$ cat src/companding_params.svh
// Purpose: Constants for the companding and loopback unit.
// Assumes: Registers sit on word addresses of a classic Wishbone slave.
// Notes:   Included by the codec, the top module, the checker and the bench.
// How it works
// - Mu-law and A-law companding apply separately to transmit and receive.
// - Receive select bits 4:3: 00 off, 01 reserved, 10 mu-law, 11 A-law.
// - Transmit select bits 2:1: 00 off, 01 reserved, 10 mu-law, 11 A-law.
// - Packed bit forces an 8-bit interface word length.
// - Bit 6 loops receive interface output into transmit interface input.
// - Bit 0 loops ADC output data into the DAC data input.
// - After compression invert all bits for mu-law, even bits for A-law.
// - Companded byte sits in the top eight bits of the audio word.
// - Compress 14-bit linear for mu-law, 13-bit for A-law, into eight bits.
// - Eight segments give quiet samples finer steps than loud ones.
// - Word holds sign in bit 7, exponent 6:4, mantissa 3:0.
// - Segments follow the G.711 curves, mu 255 and A 87.6.
`ifndef COMPANDING_PARAMS_SVH
`define COMPANDING_PARAMS_SVH

`define CTRL_INDEX       4'h5
`define CTRL_ADDR        6'h14
`define WORD_LEN_ADDR    6'h18
`define CTRL_WIDTH       9
`define CTRL_RESET       9'h000
`define TX_LOOP_BIT      0
`define TX_SEL_LSB       1
`define RX_SEL_LSB       3
`define RX_LOOP_BIT      6
`define PACKED_BIT       7
`define WORD_LEN_RESET   2'h2
`define SAMPLE_WIDTH     16
`define MULAW_BIAS       14'h0021
`define ALAW_EVEN_MASK   8'h55
`define MULAW_ALL_MASK   8'hff

`endif

$ cat src/companding_pkg.sv
// Purpose: Types shared by the companding unit.
// Assumes: Constants come from companding_params.svh.
// Notes:   Holds types only.
package companding_pkg;
  typedef enum logic [1:0] {
    LAW_OFF      = 2'b00,
    LAW_RESERVED = 2'b01,
    LAW_MU       = 2'b10,
    LAW_A        = 2'b11
  } law_type;

  // Interface word length codes: 16, 20, 24, 32 bits, plus the packed byte.
  typedef enum logic [2:0] {
    LEN_16 = 3'b000,
    LEN_20 = 3'b001,
    LEN_24 = 3'b010,
    LEN_32 = 3'b011,
    LEN_8  = 3'b100
  } word_len_type;
endpackage

$ cat src/law_codec.sv
// Purpose: Combinational G.711 compressor and expander for one law.
// Assumes: Linear samples are 16-bit two's complement, left aligned.
// Notes:   Used once per direction by the top module.
`timescale 1ns/1ps
`include "companding_params.svh"
module law_codec
  import companding_pkg::*;
(
  // Selection
  input  wire logic       mu_i,
  // Compressor
  input  wire logic [15:0] lin_i,
  output logic      [7:0]  code_o,
  // Expander
  input  wire logic [7:0]  code_i,
  output logic      [15:0] lin_o
);
  // ==========================================================
  // Segment search
  // ==========================================================
  function automatic logic [2:0] seg_of(input logic [12:0] mag);
    logic [2:0] s;
    s = 3'h0;
    for (int i = 0; i < 8; i++) begin
      if (mag[12:5] >> i != 8'h00) begin
        s = 3'(i);
      end
    end
    return s;
  endfunction

  // ==========================================================
  // Compressor
  // ==========================================================
  logic        sign;
  logic [13:0] mu_mag;
  logic [12:0] mu_biased;
  logic [11:0] a_mag;
  logic [2:0]  mu_seg;
  logic [2:0]  a_seg;
  logic [3:0]  mu_man;
  logic [3:0]  a_man;
  logic [7:0]  raw;

  assign sign   = lin_i[15];
  assign mu_mag = sign ? 14'(~lin_i[15:2]) : 14'(lin_i[15:2]);
  assign mu_biased = (mu_mag[12:0] > 13'h1fde) ? 13'h1fff
                   : 13'(mu_mag[12:0] + `MULAW_BIAS);
  assign a_mag  = sign ? 12'(~lin_i[14:3]) : lin_i[14:3];
  assign mu_seg = seg_of(mu_biased) ;
  // A-law segments sit one octave below the mu-law ones, so the magnitude is doubled for the search.
  assign a_seg  = seg_of({a_mag, 1'b0});
  // The shift is widened so that segment 7 does not wrap to a shift of zero.
  assign mu_man = 4'(mu_biased >> (4'(mu_seg) + 4'h1));
  assign a_man  = (a_seg == 3'h0) ? a_mag[4:1] : 4'(a_mag >> a_seg);
  // word layout
  // A mu-law sign reads one for positive only after inversion, an A-law sign before it.
  assign raw = mu_i ? {sign, mu_seg, mu_man} : {~sign, a_seg, a_man};
  assign code_o = raw ^ (mu_i ? `MULAW_ALL_MASK : `ALAW_EVEN_MASK);

  // ==========================================================
  // Expander
  // ==========================================================
  logic [7:0]  plain;
  logic [2:0]  e;
  logic [3:0]  m;
  logic [13:0] mu_lin;
  logic [12:0] a_lin;
  logic        neg;

  assign plain  = code_i ^ (mu_i ? `MULAW_ALL_MASK : `ALAW_EVEN_MASK);
  assign e      = plain[6:4];
  assign m      = plain[3:0];
  assign neg    = mu_i ? plain[7] : ~plain[7];
  assign mu_lin = 14'((({10'h000, m} << 1) + 14'h0021) << e) - 14'h0021;
  assign a_lin  = (e == 3'h0) ? 13'({m, 1'b1})
                : 13'(({9'h000, 1'b1, m, 1'b1}) << (e - 3'h1));
  assign lin_o  = mu_i ? (neg ? 16'(-{mu_lin, 2'b00}) : 16'({mu_lin, 2'b00}))
                       : (neg ? 16'(-{a_lin, 3'b000}) : 16'({a_lin, 3'b000}));
endmodule

$ cat src/audio_companding_loopback.sv
// Purpose: Companding and digital loopback between audio interface and converters.
// Assumes: One 20 MHz clock, synchronous reset, classic Wishbone slave.
// Notes:   Samples move as valid-qualified 16-bit words, one per strobe.
`timescale 1ns/1ps
`include "companding_params.svh"
module audio_companding_loopback
  import companding_pkg::*;
(
  // Clock and reset
  input  wire logic        clk_i,
  input  wire logic        rst_i,
  input  wire logic        ce_i,
  // Wishbone slave
  input  wire logic        cyc_i,
  input  wire logic        stb_i,
  input  wire logic        we_i,
  input  wire logic [5:0]  adr_i,
  input  wire logic [3:0]  sel_i,
  input  wire logic [31:0] dat_i,
  output logic      [31:0] dat_o,
  output logic             ack_o,
  output logic             err_o,
  // ADC side: converter sample in, serial interface word out
  input  wire logic        adc_valid_i,
  input  wire logic [15:0] adc_data_i,
  output logic             tx_valid_o,
  output logic      [15:0] tx_data_o,
  // Serial interface word in, DAC sample out
  input  wire logic        rx_valid_i,
  input  wire logic [15:0] rx_data_i,
  output logic             dac_valid_o,
  output logic      [15:0] dac_data_o,
  // Effective interface word length
  output word_len_type     interface_word_length_o
);
  // ==========================================================
  // Registers
  // ==========================================================
  logic [`CTRL_WIDTH-1:0] ctrl;
  logic [1:0]             word_len;
  logic                   hit_ctrl;
  logic                   hit_len;
  logic                   req;

  assign req      = cyc_i & stb_i & ~ack_o & ~err_o;
  assign hit_ctrl = adr_i == `CTRL_ADDR;
  assign hit_len  = adr_i == `WORD_LEN_ADDR;

  always_ff @(posedge clk_i) begin
    if (rst_i) begin
      ctrl     <= `CTRL_RESET;
      word_len <= `WORD_LEN_RESET;
      ack_o    <= 1'b0;
      err_o    <= 1'b0;
      dat_o    <= 32'h00000000;
    end else if (ce_i) begin
      ack_o <= req & (hit_ctrl | hit_len);
      err_o <= req & ~(hit_ctrl | hit_len);
      if (req & we_i & hit_ctrl & sel_i[0]) begin
        ctrl[7:0] <= dat_i[7:0];
      end
      if (req & we_i & hit_ctrl & sel_i[1]) begin
        ctrl[8] <= dat_i[8];
      end
      if (req & we_i & hit_len & sel_i[0]) begin
        word_len <= dat_i[1:0];
      end
      dat_o <= hit_ctrl ? {23'h000000, ctrl} : hit_len ? {30'h00000000, word_len} : 32'h00000000;
    end
  end

  // ==========================================================
  // Field decode
  // ==========================================================
  law_type tx_law;
  law_type rx_law;
  logic    tx_loop;
  logic    rx_loop;
  logic    packed_byte_word_force;
  logic    tx_on;
  logic    rx_on;

  assign tx_law  = law_type'(ctrl[`TX_SEL_LSB+:2]);
  assign rx_law  = law_type'(ctrl[`RX_SEL_LSB+:2]);
  assign tx_loop = ctrl[`TX_LOOP_BIT];
  assign rx_loop = ctrl[`RX_LOOP_BIT];
  assign packed_byte_word_force = ctrl[`PACKED_BIT];
  assign tx_on = tx_law[1];
  assign rx_on = rx_law[1];

  assign interface_word_length_o = packed_byte_word_force ? LEN_8 : word_len_type'({1'b0, word_len});

  // ==========================================================
  // Codecs
  // ==========================================================
  logic [15:0] tx_src;
  logic        tx_src_valid;
  logic [7:0]  tx_code;
  logic [15:0] rx_lin;
  logic [15:0] rx_word;
  logic [15:0] tx_word;

  assign tx_src       = rx_loop ? rx_data_i : adc_data_i;
  assign tx_src_valid = rx_loop ? rx_valid_i : adc_valid_i;

  law_codec tx_codec (
    .mu_i   (tx_law == LAW_MU),
    .lin_i  (tx_src),
    .code_o (tx_code),
    .code_i (8'h00),
    .lin_o  ()
  );

  law_codec rx_codec (
    .mu_i   (rx_law == LAW_MU),
    .lin_i  (16'h0000),
    .code_o (),
    .code_i (rx_data_i[15:8]),
    .lin_o  (rx_lin)
  );

  assign tx_word = tx_on ? {tx_code, 8'h00} : tx_src;
  assign rx_word = rx_on ? rx_lin : rx_data_i;

  // ==========================================================
  // Output stages
  // ==========================================================
  always_ff @(posedge clk_i) begin
    if (rst_i) begin
      tx_valid_o  <= 1'b0;
      tx_data_o   <= 16'h0000;
      dac_valid_o <= 1'b0;
      dac_data_o  <= 16'h0000;
    end else if (ce_i) begin
      tx_valid_o <= tx_src_valid;
      if (tx_src_valid) begin
        tx_data_o <= tx_word;
      end
      dac_valid_o <= tx_loop ? adc_valid_i : rx_valid_i;
      if (tx_loop ? adc_valid_i : rx_valid_i) begin
        dac_data_o <= tx_loop ? adc_data_i : rx_word;
      end
    end
  end
endmodule

$ cat config.mk
export PLATFORM = sky130hd
export DESIGN_NAME = audio_companding_loopback
export DESIGN_NICKNAME = d
export VERILOG_FILES = /design/src/companding_pkg.sv /design/src/law_codec.sv /design/src/audio_companding_loopback.sv
export VERILOG_INCLUDE_DIRS = /design/src
export SDC_FILE = /design/constraint.sdc
export NUM_CORES = 1
export LEC_CHECK = 0
export ABC_AREA = 1
export CAP_MARGIN = 20
export CORE_MARGIN = 2
export CORE_UTILIZATION = 65
export CTS_CLUSTER_SIZE = 25
export DETAILED_ROUTE_END_ITERATION = 12
export DONT_BUFFER_PORTS = 1
export HOLD_SLACK_MARGIN = 0.03
export PLACE_DENSITY = 0.78
export SYNTH_ARGS = -nofsm -noshare
export SYNTH_HDL_FRONTEND = slang
export SYNTH_SLANG_ARGS = --single-unit
$ cat constraint.sdc
create_clock -name clk_i -period 4.3 [get_ports clk_i]
set_clock_uncertainty 0.1 [all_clocks]
set_input_delay 1.29 -clock clk_i [delete_from_list [all_inputs] [get_ports clk_i]]
set_output_delay 1.29 -clock clk_i [all_outputs]
set_load 0.01 [all_outputs]
==> flow_metrics.env, run 1 <==
export IMPL_cts_buffers=5
export IMPL_totalWireLength_mm=17.1
export IMPL_max_slew_margin_rel_pct=47.1
export IMPL_hp_class="flop to flop"
export IMPL_mappedNetlistArea_sq_um=5830
export IMPL_synth_edff_count=0
export IMPL_final_instance_count_excl_fill=1107
export IMPL_drive_gt1_share_pct=8.51
export IMPL_die_w_microns=98.7
export IMPL_synthCells=1015
export IMPL_crit_fanout=18
export IMPL_post_cts_setup_buffers=0
export IMPL_end_kind="flop"
export IMPL_dr_wl_met2_mm=8.07
export IMPL_avgSynthCellArea_sq_um=5.75
export IMPL_synth_seq_cells=56
export IMPL_grt_ovfl_total=0
export IMPL_fin_crit_ps=3750
export IMPL_track_usage_pct=34.5
export IMPL_synth_top_area_cell="nand2_1"
export IMPL_stdcell_area_sq_um=5860
export IMPL_core_area_sq_um=8720
export IMPL_worstSetupStartpointType="input pin"
export IMPL_outcome="finished, final reports clean"
export IMPL_ctsHtreeMaxLevel=2
export IMPL_hold_viol=0
export IMPL_port_buffers=0
export IMPL_power_density_nw_per_um2=233
export IMPL_max_freq_ghz=0.266
export IMPL_crit_type="input pin to flop"
export IMPL_final_util_pct=67.1
export IMPL_slew_violations=0
export IMPL_diodes=0
export IMPL_grt_pass1_wl_mm=27.4
export IMPL_numClockSinks=56
export IMPL_placed_cells=1098
export IMPL_synth_area_leaders="nand2_1 21%, dfxtp_1 19%, nand3_1 7.2%, a21oi_1 6.9%, o21ai_0 6.8%"
export IMPL_hold_worst_slack_ps=365
export IMPL_ir_drop_mv=0.244
export IMPL_die_h_microns=98.7
export IMPL_cts_hold_fix_buffers=0
export IMPL_grt_pass1_vias=5795
export IMPL_cap_violations=0
export IMPL_route_vias_total=6355
export IMPL_synth_most_common_cell="nand2_1"
export IMPL_clkTransAtPathRegs_ps=100
export IMPL_place_congestion=1.01
export IMPL_ant_nets=0
export IMPL_synth_flop_cell="dfxtp_1"
export IMPL_async_flop_share_pct=0
export IMPL_worst_endpoint_required_ps=4420
export IMPL_synth_top_cells_by_count="321 x nand2_1, 92 x inv_1, 84 x nand3_1"
export IMPL_rsz0062_at_grt="false"
export IMPL_worst_slew_pin_slew_ps=792
export IMPL_insertion_delay_ps=310
export IMPL_ys_warnings_count=0
export IMPL_fp_row_count=34
export IMPL_fin_tns_setup_ps=0
export IMPL_cts_resized=0
export IMPL_grt_start_max_net_pins=32
export IMPL_yosysSeqAreaShare_pct=19.2
export IMPL_syn_to_final_growth_pct=0.365
export IMPL_first_pass_iters=5
export IMPL_dp_hpwl_mm=13.5
export IMPL_synth_distinct_cells=48
export IMPL_clockRootBuffer="clkbuf_8"
export IMPL_synth_top_cell_area_share_pct=20.7
export IMPL_top_layer_used="met4"
export IMPL_p_leak_uw=0.00283
export IMPL_wl_per_cell_microns=15.4
export IMPL_layout_nets=1091
export IMPL_drc=0
export IMPL_placedInstanceArea_sq_um=5760
export IMPL_tritoncts="built"
export IMPL_arrival_ps=3870
export IMPL_routed_wl_met3_mm=1.27
export IMPL_die_area_sq_um=9750
export IMPL_antenna_found_initial=0
export IMPL_clk_path_buf_depth=2
export IMPL_finalSetupViolCount=0
export IMPL_avgViaCountPerCell=5.74
export IMPL_initialDrtViolationCount=462
export IMPL_initial_core_util_pct=66.9
export IMPL_io_pins=153
export IMPL_met1_length_mm=7.10
export IMPL_layout_worst_path_cycle_share_pct=87.3
==> worst paths after layout <==
kind	startpoint	to	slack [ps]	depth (start not counted)
worst max register to register	ctrl[3]	dac_data_o[12]	700	21
worst max-delay path	rx_data_i[15]	tx_data_o[10]	550	26
worst min register to register	ctrl[8]	dat_o[8]	370	2
worst min-delay path	ctrl[8]	dat_o[8]	370	2
==> layout by cell type, fill, tap and decap left out, drive strengths merged <==
master and count:
a31oi 4, o22ai 4, ha 11, inv 102, a21o 1, o211ai 10
nand2 347, buf 18, o221ai 4, clkinv 4, o21ai 88, o2111ai 1
nor3 9, nand3b 1, a21oi 84, nor4 2, a221o 1, a22oi 5
a221oi 11, xnor2 2, xor2 17, clkbuf 7, o21bai 1, nor2 91
nand3 86, nand4 6, conb 23, or2 1, and2 2, dfxtp 56
==> logic make-up after synthesis <==
logic type	synth area share (%)
simple gates	40.2
compound gates	21.3
buf+inv	13.9
flops	19.2
xor+xnor	2.98
fa+ha+maj	2.36
other cells	0.0643
==> worst max-delay path, cell delays in order <==
cell	delay (ps)
clkinv_1	50
nand2_1	70
nand2_2	100
nand2_1	70
nand2_1	140
inv_1	140
ha_1	170
inv_1	50
nor2_2	140
nand2_1	100
nand2_2	120
nand3_1	90
nand2_1	60
nand2_1	110
nor2_2	130
nand2_2	110
nor2_4	170
nand2_4	110
nand2_4	150
nand2_1	90
nand3_1	80
nand2_1	60
nand2_1	50
nand3_1	70
nand2_1	90
a21oi_2	50
==> layout make-up <==
class                   count  area [sq um]
clock buffers               7          76.3
clock inverters             1          8.76
fillers                   899          2870
inverters                 105           397
multi-input cells         812          3980
flip-flops and latches     56          1120
well taps                 108           135
repair buffers             18           135
==> report_power, final <==
| group | internal (uW) | switching, uW |
|---|---|---|
| Clock | 117 | 168 |
| Sequential | 542 | 28.1 |
| Combinational | 165 | 347 |
| Total | 824 | 543 |
==> routing by layer <==
metal / vias up / track usage [%]
met3: 46 / 6.67
met4: 0 / 13.6
met2: 248 / 57.6
met5: - / 0
li1: 3225 / -
met1: 2836 / 43.8
==> flip-flops by register name, summed over array words and instances, names as in the netlist <==
signal and flops:
dac_data_o 16, ctrl 9, ack_o 1, dat_o 9, tx_data_o 16, tx_valid_o 1
word_len 2, dac_valid_o 1, err_o 1
==> through the flow <==
step           total power [uW]  setup slack (ps)
6_report                   1370               547
5_1_grt                    1460               186
4_1_cts                    1360               583
3_5_place_dp               1080               260
3_3_place_gp               1080               319
2_1_floorplan              1010               427
(Power assumes the default switching activity.)
==> inputs of run 2 (changes only) <==
==> constraint.sdc (replaced) <==
create_clock -name clk_i -period 3.7 [get_ports clk_i]
set_clock_uncertainty 0.1 [all_clocks]
set_input_delay 1.11 -clock clk_i [delete_from_list [all_inputs] [get_ports clk_i]]
set_output_delay 1.11 -clock clk_i [all_outputs]
set_load 0.01 [all_outputs]
==> flow_metrics.env, run 2 (synthesized netlist as in run 1, its figures left out) <==
export IMPL_outcome="finished, final reports clean"
export IMPL_clkTransAtPathRegs_ps=90
export IMPL_initialDrtViolationCount=433
export IMPL_cp_slowest_stage_delay_ps=160
export IMPL_final_common_cell="nand2_1"
export IMPL_worst_slew_pin_slew_ps=1010
export IMPL_totalWireLength_mm=17.2
export IMPL_hold_viol=0
export IMPL_diodes=0
export IMPL_first_pass_iters=5
export IMPL_die_area_sq_um=9750
export IMPL_wl_per_cell_microns=15.3
export IMPL_dp_hpwl_mm=13.8
export IMPL_track_usage_pct=34.2
export IMPL_ctsHtreeMaxLevel=2
export IMPL_ir_drop_mv=0.272
export IMPL_crit_type="input pin to flop"
export IMPL_grt_pass1_vias=5703
export IMPL_critical_path_buf_inv_count=3
export IMPL_initial_core_util_pct=66.9
export IMPL_antenna_found_initial=0
export IMPL_die_w_microns=98.7
export IMPL_crit_fanout=18
export IMPL_worstSetupStartpointType="input pin"
export IMPL_final_util_pct=69.2
export IMPL_route_vias_total=6471
export IMPL_drc=0
export IMPL_post_cts_setup_buffers=0
export IMPL_grt_start_max_net_pins=26
export IMPL_arrival_ps=3440
export IMPL_crit_family="simple AND/OR/NAND/NOR gates"
export IMPL_port_buffers=0
export IMPL_syn_to_final_growth_pct=3.47
export IMPL_fin_crit_ps=3330
export IMPL_ant_nets=0
export IMPL_tritoncts="built"
export IMPL_worst_endpoint_required_ps=3810
export IMPL_avgViaCountPerCell=5.75
export IMPL_cap_violations=0
export IMPL_insertion_delay_ps=310
export IMPL_layout_worst_path_cycle_share_pct=90.0
export IMPL_end_kind="flop"
export IMPL_p_leak_uw=0.00294
export IMPL_total_power_uw=1690
export IMPL_finalSetupViolCount=0
export IMPL_stdcell_area_sq_um=6040
export IMPL_core_area_sq_um=8720
export IMPL_slew_violations=0
export IMPL_drive_gt1_share_pct=10.3
export IMPL_cts_buffers=5
export IMPL_fin_tns_setup_ps=0
export IMPL_worst_path_max_delay_cell="ha_1"
export IMPL_grt_ovfl_total=0
export IMPL_layout_nets=1110
export IMPL_numClockSinks=56
export IMPL_place_congestion=1.03
export IMPL_cts_resized=0
export IMPL_clk_path_buf_depth=2
export IMPL_max_freq_ghz=0.300
export IMPL_place_ws_ps=50.9
export IMPL_path_common_cell="nand2_1"
export IMPL_cts_hold_fix_buffers=0
export IMPL_placedInstanceArea_sq_um=5930
export IMPL_max_slew_margin_rel_pct=32.1
export IMPL_fp_row_count=34
export IMPL_power_density_nw_per_um2=280
export IMPL_clockRootBuffer="clkbuf_8"
export IMPL_grt_pass1_wl_mm=27.4
export IMPL_layout_setup_ws_ps=368
export IMPL_mostFrequentLayoutCells="321 x nand2_1, 92 x inv_1, 84 x nand3_1"
export IMPL_reg_top3="dac_data_o: 16 flops, tx_data_o: 16 flops"
export IMPL_die_h_microns=98.7
export IMPL_rsz0062_at_grt="false"
export IMPL_io_pins=153
export IMPL_hp_class="flop to flop"
## run 2: cell types whose count changed in the layout (fill, tap and decap cells not counted), sizes merged
cell	change
clkbuf	-1
bufinv	+1
clkinv	-1
inv	+1
buf	+19
## run 2: report_power, final
group,internal [uW],switching (uW),total (uW),leakage [uW]
combinational,215,412,627,0.00242
sequential,630,32.5,663,0.000459
clock,205,197,402,0.0000558
## run 2: final timing paths
path                                    start             end  slack, ps  cells after the start
worst max register to register        ctrl[4]  dac_data_o[14]        530                     20
worst min-delay path                  ctrl[5]        dat_o[5]        360                      2
worst min register to register        ctrl[5]        dat_o[5]        360                      2
worst max-delay path            rx_data_i[15]   tx_data_o[10]        370                     26
## run 2: worst reg2reg max path: cells and delay by family, from the launching register on
| kind | cells | cell delay, ps |
|---|---|---|
| simple gates | 14 | 1490 |
| flops | 1 | 490 |
| xor+xnor | 2 | 460 |
| buf+inv | 2 | 270 |
| fa+ha+maj | 1 | 200 |
| compound gates | 1 | 120 |
## run 2: cell type report
type | count | area (sq um)
Clock buffer | 6 | 72.6
Tap cell | 108 | 135
Sequential cell | 56 | 1120
Multi-Input combinational cell | 812 | 3980
Timing Repair Buffer | 37 | 290
Inverter | 105 | 397
Fill cell | 911 | 2680
Clock inverter | 2 | 38.8
## run 2: metal layers
metal | GRT usage (%) | up-vias | part of all wire (%) | wire (microns)
met2 | 56.1 | 263 | 47 | 8110
met1 | 44.1 | 2893 | 41 | 7040
met4 | 14.0 | 0 | 3.9 | 669
met3 | 6.38 | 45 | 8.1 | 1400
li1 | - | 3270 | - | -
met5 | 0 | - | 0 | 0
## run 2: through the flow
| stage | hold WS, ps | cells |
|---|---|---|
| 6_report | 365 | 1126 |
| 5_1_grt | 401 | 1126 |
| 4_1_cts | 367 | 1126 |
| 3_5_place_dp | 357 | 1118 |
| 3_3_place_gp | 349 | 1118 |
| 2_1_floorplan | 336 | 1037 |
==> inputs of run 3 (changes only) <==
--- a/config.mk
+++ b/config.mk
@@ -15,6 +15,7 @@
 export DONT_BUFFER_PORTS = 1
 export HOLD_SLACK_MARGIN = 0.03
 export PLACE_DENSITY = 0.78
+export REMOVE_ABC_BUFFERS = 1
 export SYNTH_ARGS = -nofsm -noshare
 export SYNTH_HDL_FRONTEND = slang
 export SYNTH_SLANG_ARGS = --single-unit
==> constraint.sdc (replaced) <==
create_clock -name clk_i -period 3.5 [get_ports clk_i]
set_clock_uncertainty 0.1 [all_clocks]
set_input_delay 1.05 -clock clk_i [delete_from_list [all_inputs] [get_ports clk_i]]
set_output_delay 1.05 -clock clk_i [all_outputs]
set_load 0.01 [all_outputs]
==> flow_metrics.env, run 3 (synthesized netlist as in run 1, its figures left out) <==
export IMPL_layout_worst_path_cycle_share_pct=92.9
export IMPL_reg_top3="dac_data_o: 16 flops, tx_data_o: 16 flops"
export IMPL_tritoncts="built"
export IMPL_core_area_sq_um=8720
export IMPL_finalSetupViolCount=0
export IMPL_fp_row_count=34
export IMPL_ctsHtreeMaxLevel=2
export IMPL_ant_nets=0
export IMPL_fin_crit_ps=3250
export IMPL_worst_endpoint_required_ps=3620
export IMPL_track_usage_pct=35.1
export IMPL_avgViaCountPerCell=5.69
export IMPL_die_w_microns=98.7
export IMPL_hold_viol=0
export IMPL_hold_worst_slack_ps=366
export IMPL_worstSetupStartpointType="input pin"
export IMPL_diodes=0
export IMPL_ir_drop_mv=0.319
export IMPL_arrival_ps=3370
export IMPL_first_pass_iters=7
export IMPL_cp_slowest_stage_delay_ps=170
export IMPL_syn_to_final_growth_pct=9.74
export IMPL_initialDrtViolationCount=589
export IMPL_combPwrFrac_pct=39.2
export IMPL_antenna_found_initial=0
export IMPL_path_common_cell="nand2_1"
export IMPL_worst_path_max_delay_cell="ha_2"
export IMPL_max_freq_ghz=0.307
export IMPL_switching_share_pct=37.9
export IMPL_totalWireLength_mm=17.6
export IMPL_numClockSinks=56
export IMPL_worst_slew_pin_slew_ps=1150
export IMPL_die_area_sq_um=9750
export IMPL_slew_violations=0
export IMPL_io_pins=153
export IMPL_p_switching_uw=715
export IMPL_final_common_cell="nand2_1"
export IMPL_insertion_delay_ps=310
export IMPL_wl_per_cell_microns=15.0
export IMPL_route_vias_total=6644
export IMPL_crit_fanout=18
export IMPL_outcome="finished, final reports clean"
export IMPL_cts_resized=0
export IMPL_place_congestion=1.05
export IMPL_cts_hold_fix_buffers=0
export IMPL_cts_buffers=5
export IMPL_layout_nets=1152
export IMPL_clkTransAtPathRegs_ps=110
export IMPL_cap_violations=0
export IMPL_mostFrequentLayoutCells="318 x nand2_1, 89 x inv_1, 84 x nand3_1"
export IMPL_power_density_nw_per_um2=294
export IMPL_crit_type="input pin to flop"
export IMPL_clk_path_buf_depth=2
export IMPL_grt_pass1_wl_mm=28.1
export IMPL_placed_cells=1160
export IMPL_p_seq_share_pct=37.2
export IMPL_grt_start_max_net_pins=32
export IMPL_die_h_microns=98.7
export IMPL_drc=0
export IMPL_clockRootBuffer="clkbuf_8"
export IMPL_final_instance_count_excl_fill=1168
export IMPL_p_int_uw=1170
export IMPL_p_leak_uw=0.00314
export IMPL_post_cts_setup_buffers=0
export IMPL_grt_ovfl_total=0
export IMPL_end_kind="flop"
export IMPL_dp_hpwl_mm=14.1
export IMPL_grt_pass1_vias=5783
export IMPL_hp_class="flop to flop"
export IMPL_p_clk_share_pct=23.6
export IMPL_port_buffers=0
export IMPL_drive_gt1_share_pct=15.2
export IMPL_max_slew_margin_rel_pct=23.3
export IMPL_initial_core_util_pct=66.9
-- run 3: cell types whose count changed in the layout (fill, tap and decap cells not counted), moves of 3 or more --
cell / before / now
buf_4: 36 / 78
inv_1: 92 / 89
nand2_1: 321 / 318
inv_2: 9 / 12
-- run 3: final timing paths --
path	cells after the start	slack, ps	endpoint	start
setup / recovery	25	250	tx_data_o[11]	rx_data_i[15]
hold reg to reg	2	370	dat_o[5]	ctrl[5]
setup reg to reg	24	310	tx_data_o[11]	ctrl[6]
hold / removal	2	370	dat_o[5]	ctrl[5]
-- run 3: worst max-delay path: cells and delay by family --
family	cells	cell delay, ps
AND/OR/NAND/NOR	19	1730
adder cells (fa/ha/maj)	1	170
AO/OA/AOI/OAI	1	60
buffers and inverters	4	350
-- run 3: final cells by class --
type | instances | area (sq um)
Clock buffer | 5 | 68.8
Clock inverter | 3 | 46.3
Fill cell | 835 | 2320
Inverter | 105 | 397
Multi-Input combinational cell | 812 | 4040
Sequential cell | 56 | 1120
Tap cell | 108 | 135
Timing Repair Buffer | 79 | 597
-- run 3: power by group through the flow --
stage                     Combinational, uW  Sequential [uW]  Clock (uW)
after floorplan                         480              707           0
after CTS                               714              701         442
final                                   739              701         444
after detailed placement                709              715           0
after global routing                    830              704         464
after global placement                  703              715           0
-- run 3: through the flow --
step                      power, uW  TNS, ps  worst slack [ps]  utilization (%)  instance area (sq um)
after floorplan                1190    -1530              -331                -                   5500
after global placement         1420     -175             -70.5             71.5                   6230
after detailed placement       1420     -436              -104             71.5                   6230
after CTS                      1860        0               220             72.8                   6350
after global routing           2000    -8.58             -8.58             73.4                   6400
final                          1880        0               248             73.4                   6400
-- run 3: metal layers --
metal	routed length (microns)	part of all wire, %	GRT usage [%]
met1	7650	44	48.4
met3	2000	11	10.5
met4	425	2.4	9.38
met2	7490	43	53.4
met5	0	0	0
